[src/hdl/sgrc_pkg.sv]
// Constants and types for the SGMII reset and control register bank
// Notes on behaviour
// - While txrx_hold_reset is one, transmit and receive logic stays in reset.
// - Transmit and receive leave reset when software writes zero to that bit or a block reset clears it.
// - Writing one to block reset resets all adaptation logic; block_reset rises one pclk cycle after the write.
// - The block reset bit always reads as zero.
// - Reserved bits of both registers read as zero.
// - Leader mode takes speed and duplex from local word, else partner word.
// - Exactly one side of a direct link sets leader; works with or without autoneg.
// - Internal wrap clocks transmit and receive from the transmit clock.
// - Writing one then zero to autoneg_restart restarts auto-negotiation.
// - autoneg_enable one enables auto-negotiation; zero leaves it disabled.
// - Every writable bit of both registers resets to zero.
// - Ability words follow the serial GMII config word layout, 16 bits.
package sgrc_pkg;

    // ------------------------------------------------------------
    // Register map
    // ------------------------------------------------------------
    localparam logic [7:0]  SGRC_OFS_RESET    = 8'h04;
    localparam logic [7:0]  SGRC_OFS_CONTROL  = 8'h10;
    localparam logic [7:0]  SGRC_OFS_LOCAL    = 8'h18;
    localparam logic [7:0]  SGRC_OFS_PARTNER  = 8'h20;

    localparam int SGRC_BIT_BLOCK_RST  = 0;
    localparam int SGRC_BIT_TXRX_RST   = 1;
    localparam int SGRC_BIT_AN_ENABLE  = 0;
    localparam int SGRC_BIT_AN_RESTART = 1;
    localparam int SGRC_BIT_WRAP       = 4;
    localparam int SGRC_BIT_LEADER     = 5;

    // ------------------------------------------------------------
    // Ability word layout
    // ------------------------------------------------------------
    localparam int SGRC_ABL_W      = 16;
    localparam int SGRC_ABL_DUPLEX = 12;
    localparam int SGRC_ABL_SPD_HI = 11;
    localparam int SGRC_ABL_SPD_LO = 10;

    localparam logic [31:0] SGRC_ZERO_WORD  = 32'h0000_0000;
    localparam logic [15:0] SGRC_ABL_RESET  = 16'h0000;
    localparam logic [3:0]  SGRC_PULSE_RST  = 4'h0;
    localparam logic [3:0]  SGRC_PULSE_ONE  = 4'h1;

    // Default length of the sequencer busy pulse, in pclk cycles; block_reset stays high one cycle longer
    localparam int SGRC_PULSE_CYCLES = 8;

    typedef enum logic [1:0] {
        SGRC_SPD_10M  = 2'b00,
        SGRC_SPD_100M = 2'b01,
        SGRC_SPD_1G   = 2'b10,
        SGRC_SPD_RSVD = 2'b11
    } sgrc_speed_t;

    typedef enum {
        SGRC_RUN,
        SGRC_PULSE
    } sgrc_rst_state_t;

endpackage

[src/hdl/sgrc_ctrl_if.sv]
// Control bundle between the register slave and the reset sequencer
`timescale 1ns/1ps
`default_nettype none
interface sgrc_ctrl_if;
    logic block_rst_req;
    logic block_rst_busy;
    modport regs (output block_rst_req, input block_rst_busy);
    modport seq  (input block_rst_req, output block_rst_busy);
endinterface
`default_nettype wire

[src/hdl/sgrc_regs.sv]
// SGMII reset and control register bank with APB slave
`timescale 1ns/1ps
`default_nettype none
module sgrc_regs
    import sgrc_pkg::*;
#(
    parameter int PULSE_CYCLES = sgrc_pkg::SGRC_PULSE_CYCLES
) (
    input  wire logic                        pclk,
    input  wire logic                        presetn,
    input  wire logic                        psel,
    input  wire logic                        penable,
    input  wire logic                        pwrite,
    input  wire logic [7:0]                  paddr,
    input  wire logic [31:0]                 pwdata,
    input  wire logic [3:0]                  pstrb,
    output logic      [31:0]                 prdata,
    output logic                             pready,
    output logic                             pslverr,
    input  wire logic [sgrc_pkg::SGRC_ABL_W-1:0] partner_ability_word,
    input  wire logic                        tx_clk_sel_in,
    output logic                             block_reset,
    output logic                             txrx_reset,
    output logic                             autoneg_enable,
    output logic                             autoneg_restart,
    output logic                             wrap_clk_sel,
    output logic                             leader_mode,
    output logic [1:0]                       link_speed,
    output logic                             link_full_duplex
);
    import sgrc_pkg::*;

    // ------------------------------------------------------------
    // Reset sequencer
    // ------------------------------------------------------------
    sgrc_ctrl_if ctl ();

    sgrc_reset_seq #(
        .PULSE_CYCLES (PULSE_CYCLES)
    ) u_seq (
        .pclk    (pclk),
        .presetn (presetn),
        .ctl     (ctl)
    );

    // ------------------------------------------------------------
    // Register state
    // ------------------------------------------------------------
    logic        txrx_q, txrx_d;
    logic        an_en_q, an_en_d;
    logic        an_rst_q, an_rst_d;
    logic        wrap_q, wrap_d;
    logic        leader_q, leader_d;
    logic        an_kick_q, an_kick_d;
    logic [15:0] local_q, local_d;
    logic [31:0] prdata_q, prdata_d;
    logic        pready_q, pready_d;
    logic        pslverr_q, pslverr_d;
    logic        blk_q, blk_d;
    logic        txrx_out_q, txrx_out_d;
    logic [1:0]  spd_q, spd_d;
    logic        dup_q, dup_d;
    logic [15:0] part_s1_q, part_s2_q;
    logic        wrap_s1_q, wrap_s2_q;
    logic        req_q, req_d;

    logic        setup;
    logic        wr_en;
    logic        hit;
    logic [15:0] sel_word;

    assign setup = psel && !penable;
    // No wait state: pready answers in the cycle after setup
    assign wr_en = psel && penable && pready_q && pwrite && !pslverr_q;
    assign hit   = (paddr == SGRC_OFS_RESET) || (paddr == SGRC_OFS_CONTROL)
                || (paddr == SGRC_OFS_LOCAL) || (paddr == SGRC_OFS_PARTNER);

    assign sel_word = leader_q ? local_q : part_s2_q;

    // ------------------------------------------------------------
    // Next state
    // ------------------------------------------------------------
    always_comb begin
        txrx_d    = txrx_q;
        an_en_d   = an_en_q;
        an_rst_d  = an_rst_q;
        wrap_d    = wrap_q;
        leader_d  = leader_q;
        local_d   = local_q;
        an_kick_d = 1'b0;
        req_d     = 1'b0;
        pready_d  = 1'b0;
        pslverr_d = pslverr_q;
        prdata_d  = prdata_q;

        if (setup) begin
            pready_d  = 1'b1;
            pslverr_d = !hit;
            prdata_d  = SGRC_ZERO_WORD;
            if (!pwrite) begin
                unique case (paddr)
                    SGRC_OFS_RESET: begin
                        // Block reset bit reads zero
                        prdata_d[SGRC_BIT_TXRX_RST] = txrx_q;
                    end
                    SGRC_OFS_CONTROL: begin
                        prdata_d[SGRC_BIT_AN_ENABLE]  = an_en_q;
                        prdata_d[SGRC_BIT_AN_RESTART] = an_rst_q;
                        prdata_d[SGRC_BIT_WRAP]       = wrap_q;
                        prdata_d[SGRC_BIT_LEADER]     = leader_q;
                    end
                    SGRC_OFS_LOCAL:   prdata_d[SGRC_ABL_W-1:0] = local_q;
                    SGRC_OFS_PARTNER: prdata_d[SGRC_ABL_W-1:0] = part_s2_q;
                    default:          prdata_d = SGRC_ZERO_WORD;
                endcase
            end
        end else if (psel && penable) begin
            pready_d = 1'b0;
        end else begin
            pslverr_d = 1'b0;
        end

        if (wr_en) begin
            unique case (paddr)
                SGRC_OFS_RESET: begin
                    if (pstrb[0]) begin
                        txrx_d = pwdata[SGRC_BIT_TXRX_RST];
                        req_d  = pwdata[SGRC_BIT_BLOCK_RST];
                    end
                end
                SGRC_OFS_CONTROL: begin
                    if (pstrb[0]) begin
                        an_en_d  = pwdata[SGRC_BIT_AN_ENABLE];
                        an_rst_d = pwdata[SGRC_BIT_AN_RESTART];
                        wrap_d   = pwdata[SGRC_BIT_WRAP];
                        leader_d = pwdata[SGRC_BIT_LEADER];
                        // Restart fires on the falling write only
                        an_kick_d = an_rst_q && !pwdata[SGRC_BIT_AN_RESTART];
                    end
                end
                SGRC_OFS_LOCAL: begin
                    if (pstrb[0]) local_d[7:0]  = pwdata[7:0];
                    if (pstrb[1]) local_d[15:8] = pwdata[15:8];
                end
                default: begin
                end
            endcase
        end

        // Block reset clears every writable bit too
        if (ctl.block_rst_busy) begin
            txrx_d   = 1'b0;
            an_en_d  = 1'b0;
            an_rst_d = 1'b0;
            wrap_d   = 1'b0;
            leader_d = 1'b0;
            local_d  = SGRC_ABL_RESET;
        end

        blk_d      = req_q || ctl.block_rst_busy;
        txrx_out_d = txrx_q || blk_d;
        spd_d      = sel_word[SGRC_ABL_SPD_HI:SGRC_ABL_SPD_LO];
        dup_d      = sel_word[SGRC_ABL_DUPLEX];
    end

    assign ctl.block_rst_req = req_q;

    // ------------------------------------------------------------
    // Registers
    // ------------------------------------------------------------
    always_ff @(posedge pclk or negedge presetn) begin
        if (!presetn) begin
            txrx_q     <= 1'b0;
            an_en_q    <= 1'b0;
            an_rst_q   <= 1'b0;
            wrap_q     <= 1'b0;
            leader_q   <= 1'b0;
            an_kick_q  <= 1'b0;
            local_q    <= SGRC_ABL_RESET;
            prdata_q   <= SGRC_ZERO_WORD;
            pready_q   <= 1'b0;
            pslverr_q  <= 1'b0;
            blk_q      <= 1'b0;
            txrx_out_q <= 1'b0;
            spd_q      <= SGRC_SPD_10M;
            dup_q      <= 1'b0;
            part_s1_q  <= SGRC_ABL_RESET;
            part_s2_q  <= SGRC_ABL_RESET;
            wrap_s1_q  <= 1'b0;
            wrap_s2_q  <= 1'b0;
            req_q      <= 1'b0;
        end else begin
            txrx_q     <= txrx_d;
            an_en_q    <= an_en_d;
            an_rst_q   <= an_rst_d;
            wrap_q     <= wrap_d;
            leader_q   <= leader_d;
            an_kick_q  <= an_kick_d;
            local_q    <= local_d;
            prdata_q   <= prdata_d;
            pready_q   <= pready_d;
            pslverr_q  <= pslverr_d;
            blk_q      <= blk_d;
            txrx_out_q <= txrx_out_d;
            spd_q      <= spd_d;
            dup_q      <= dup_d;
            part_s1_q  <= partner_ability_word;
            part_s2_q  <= part_s1_q;
            wrap_s1_q  <= tx_clk_sel_in;
            wrap_s2_q  <= wrap_s1_q;
            req_q      <= req_d;
        end
    end

    // ------------------------------------------------------------
    // Outputs
    // ------------------------------------------------------------
    assign prdata           = prdata_q;
    assign pready           = pready_q;
    assign pslverr          = pslverr_q;
    assign block_reset      = blk_q;
    assign txrx_reset       = txrx_out_q;
    assign autoneg_enable   = an_en_q;
    assign autoneg_restart  = an_kick_q;
    // Selects the transmit clock for both paths while set
    assign wrap_clk_sel     = wrap_q;
    assign leader_mode      = leader_q;
    assign link_speed       = spd_q;
    assign link_full_duplex = dup_q;

    logic unused_wrap;
    assign unused_wrap = wrap_s2_q;
endmodule // sgrc_regs
`default_nettype wire

[src/hdl/sgrc_reset_seq.sv]
// Block reset pulse sequencer
`timescale 1ns/1ps
`default_nettype none
module sgrc_reset_seq
    import sgrc_pkg::*;
#(
    parameter int PULSE_CYCLES = SGRC_PULSE_CYCLES
) (
    input  wire logic   pclk,
    input  wire logic   presetn,
    sgrc_ctrl_if.seq    ctl
);
    // Counter is four bits wide, so longer pulses cannot be served
    if (PULSE_CYCLES < 1 || PULSE_CYCLES > 15) begin : g_bad_pulse
        $error("PULSE_CYCLES out of range");
    end

    localparam logic [3:0] LAST = 4'(PULSE_CYCLES);

    sgrc_rst_state_t state_q, state_d;
    logic [3:0]      cnt_q, cnt_d;

    // ------------------------------------------------------------
    // Pulse sequencing
    // ------------------------------------------------------------
    always_comb begin
        state_d = state_q;
        cnt_d   = cnt_q;
        unique case (state_q)
            SGRC_RUN: begin
                if (ctl.block_rst_req) begin
                    state_d = SGRC_PULSE;
                    cnt_d   = SGRC_PULSE_ONE;
                end
            end
            SGRC_PULSE: begin
                // Held long enough to clear every flop downstream
                if (cnt_q >= LAST) begin
                    state_d = SGRC_RUN;
                    cnt_d   = SGRC_PULSE_RST;
                end else begin
                    cnt_d = cnt_q + SGRC_PULSE_ONE;
                end
            end
        endcase
    end

    always_ff @(posedge pclk or negedge presetn) begin
        if (!presetn) begin
            state_q <= SGRC_RUN;
            cnt_q   <= SGRC_PULSE_RST;
        end else begin
            state_q <= state_d;
            cnt_q   <= cnt_d;
        end
    end

    assign ctl.block_rst_busy = (state_q == SGRC_PULSE);
endmodule // sgrc_reset_seq
`default_nettype wire

[config.mk]
export PLATFORM = sky130hd
export DESIGN_NAME = sgrc_regs
export DESIGN_NICKNAME = d
export VERILOG_FILES = /design/src/hdl/sgrc_pkg.sv /design/src/hdl/sgrc_ctrl_if.sv /design/src/hdl/sgrc_regs.sv /design/src/hdl/sgrc_reset_seq.sv
export SDC_FILE = /design/constraint.sdc
export NUM_CORES = 1
export LEC_CHECK = 0
export CAP_MARGIN = 5
export CORE_ASPECT_RATIO = 1.5
export CORE_UTILIZATION = 65
export CTS_CLUSTER_DIAMETER = 80
export DETAILED_ROUTE_END_ITERATION = 6
export DONT_BUFFER_PORTS = 1
export PLACE_DENSITY = 0.81
export SLEW_MARGIN = 40
export SYNTH_ARGS = -nofsm -noshare
export SYNTH_HDL_FRONTEND = slang
export SYNTH_SLANG_ARGS = --single-unit
[constraint.sdc]
create_clock -name pclk -period 1.9 [get_ports pclk]
set_input_delay 0.285 -clock pclk [delete_from_list [all_inputs] [get_ports pclk]]
set_output_delay 0.285 -clock pclk [all_outputs]
set_load 0.01 [all_outputs]
==> flow_summary.json <==
{
  "critPathCaptureType": "flip-flop",
  "global_route.overflow_total": 0,
  "setup_total_negative_slack_ns": 0,
  "drt-vias-per-instance": 5.59,
  "cpPeakStageDelay_ns": 0.44,
  "power.density_nw_per_um2": 860,
  "setup_violations": 0,
  "final.period_utilization_pct": 80.7,
  "cts_resized": 0,
  "final_cell_mix": "dfrtp_1 (83), nand2_1 (28), nor2_1 (24), mux2i_1 (24), dlygate4sd3_1 (17)",
  "cts_inserted_buffers": 9,
  "worst_setup_path_start_kind": "flip-flop",
  "worstPathMaxFanout": 8,
  "worst_hold_path_type": "input pin to async pin",
  "gr_layer_usage_met2_pct": 44.1,
  "post_syn_area_per_cell_um2": 12.7,
  "place.detailed.instances": 315,
  "die_y_um": 88.4,
  "area_delta_synth_final_pct": 11.2,
  "post_synth_num_cell_types": 39,
  "post-route-min-period_ns": 1.53,
  "yosys_warnings": 0,
  "grt_pass1_vias": 2021,
  "routabilityCongestion": 0.871,
  "synthArstFlopShare_pct": 100,
  "cpMaxStageDelayCell": "dfrtp_1",
  "ctsHtreeMaxLevel": 3,
  "max_clock_freq_mhz": 653,
  "postSynthCellCount": 255,
  "root_buffer": "clkbuf_8",
  "clockBufferDepth": 2,
  "grt_start_max_net_pins": 84,
  "failed_checks": "hold timing",
  "final_layout_size_suffix_gt1_share_pct": 11.4,
  "place_hpwl_mm": 4.01,
  "grtUsageTotal_pct": 25.8,
  "critical_path.cell_chain": "and3b_1 > nand4_2 > mux2i_1 > nor2_1",
  "number_of_antenna_violations_at_the_first_check_in_global_routing": 0,
  "num_antenna_cells": 0,
  "ports_placed_on_the_boundary": 109,
  "synth-edff-count": 0,
  "worstPathArrival_ns": 1.76,
  "fp.dieW_um": 59.6,
  "numClockSinks": 83,
  "max_cap_violations": 0,
  "synth.ff_latch_count": 83,
  "post_synth_main_area_contributors": "dfrtp_1 (64%), mux2i_1 (7.4%), buf_4 (3.7%)",
  "drtPass1Iterations": 4,
  "design.die.area_um2": 5260,
  "ys_dominant_reg_cell": "dfrtp_1",
  "routedWlPerCell_um": 17.4,
  "num-nets-final": 345,
  "totalWireLength_mm": 6.04,
  "cts-hold-fix-buffers": 17,
  "worst_path_class_setup": "flip-flop to flip-flop",
  "report.final.slew_viol_count": 0,
  "timing.max_slew.rel_slack_pct": 60.5,
  "setup_repair_after_global_routing_missed_its_margin": "false",
  "met1_usage_pct": 29.8,
  "detailedRoute.firstIterationViolations": 141,
  "p_leak_nw": 1.91,
  "syn_area_um2": 3230,
  "ir_drop_uv": 815,
  "globalRouteMet3Util_pct": 6.73,
  "layout_commonest_cell": "dfrtp_1",
  "grt_busiest_layer": "met2",
  "synth_top_area_cell": "dfrtp_1",
  "rr_worst_depth": 4,
  "dr_total_vias": 1938,
  "post-cts-setup-buffers": 0,
  "ys_seq_area_share_pct": 64.3,
  "timing.critical_path.required_ns": 2.13,
  "synth_top_cell_area_share_pct": 64.3,
  "cts_tree": "built",
  "clock-skew-final_ns": 0.00963,
  "grt_first_pass_wirelength_mm": 9.60,
  "outcome": "complete, but fails checks",
  "worst_skew_pair.late_latency_ns": 0.34,
  "fin_cells": 347,
  "fin_worst_hold_slack_ns": -0.373,
  "start_util_pct": 67.2,
  "hold_viol": 83,
  "coreArea_um2": 4810,
  "post-route-drc-count": 0,
  "portBuffers": 0,
  "worstMarginPinSlew_ns": 0.587,
  "drt.antenna.violating_nets": 0,
  "floorplan.rows": 31,
  "worst_setup_hold_path_clk_slew_ns": 0.08
}
-- per-layer routing --
| metal | vias to the layer above | share of wire (%) |
|---|---|---|
| li1 | 886 | - |
| met1 | 961 | 38 |
| met2 | 79 | 53 |
| met3 | 12 | 5.3 |
| met4 | 0 | 2.8 |
| met5 | - | 0 |
-- critical path: cells and delay by family, from the launching register on --
family | cells | cell delay [ns]
and+or+nand+nor | 3 | 0.71
DFF | 1 | 0.44
muxes | 1 | 0.27
-- state kept, by name, summed over array words and instances, names as in the netlist, 2 cells and up --
signal	count
prdata	16
link_speed	2
u_seq.cnt_q	4
part_s1_q	16
part_s2_q	16
local_q	16
-- synthesized netlist by cell type, drive strengths merged (2+ instances only) --
cell and n:
a21oi 3, a22oi 15, buf 21, clkbuf 6, dfrtp 83, ha 2
inv 6, mux2 3, mux2i 24, nand2 28, nand2b 2, nand3b 2
nand4 5, nor2 24, nor3b 2, nor4 3, nor4b 2, o21ai 3
or3 2, or3b 3, xor2 2
-- area by class of cell --
cell class              count  area, µm²
repair buffers             23        215
well taps                  66       82.6
clock buffers              10        128
inverters                   6       22.5
multi-input cells         154       1010
fillers                   357       1210
clock inverters             5       55.1
flip-flops and latches     83       2080
-- cell families after synthesis --
group	share of synthesized area [%]
other	0.116
flip-flops	64.3
AO/OA/AOI/OAI	6.23
AND/OR/NAND/NOR	13.5
buffers and inverters	6.08
adder cells (fa/ha/maj)	0.774
XOR/XNOR	0.542
multiplexers	8.48
-- power breakdown --
| group | switching, mW | internal [mW] | leakage (nW) |
|---|---|---|---|
| sequential | 0.0195 | 1.81 | 1.08 |
| combinational | 0.0418 | 0.0452 | 0.746 |
| clock | 0.581 | 0.596 | 0.0881 |
| total | 0.642 | 2.45 | 1.91 |
-- final timing paths --
path	start	to	slack, ns
worst min register to register	part_s1_q[11]	part_s2_q[11]	0.34
max in group asynchronous	presetn	part_s2_q[3]	2.14
worst max register to register	pslverr	local_q[0]	0.37
worst min-delay path	presetn	u_seq.state_q[0]	-0.37
min in group pclk	pwrite	prdata[1]	0.04
worst max-delay path	pslverr	local_q[0]	0.37
-- metrics by stage --
stage	power (mW)	instance area (µm²)	util, %	setup slack (ns)	hold WS, ns
finish	3.09	3590	74.7	0.367	-0.373
floorplan	1.94	3290	-	0.288	-0.0106
CTS	3.12	3590	74.7	0.359	-0.385
global route	3.19	3590	74.7	0.241	-0.396
global placement	1.92	3240	67.4	0.246	-0.00907
detailed placement	1.92	3240	67.4	0.200	-0.00896
Note: power is estimated with default switching activity, not from simulation.
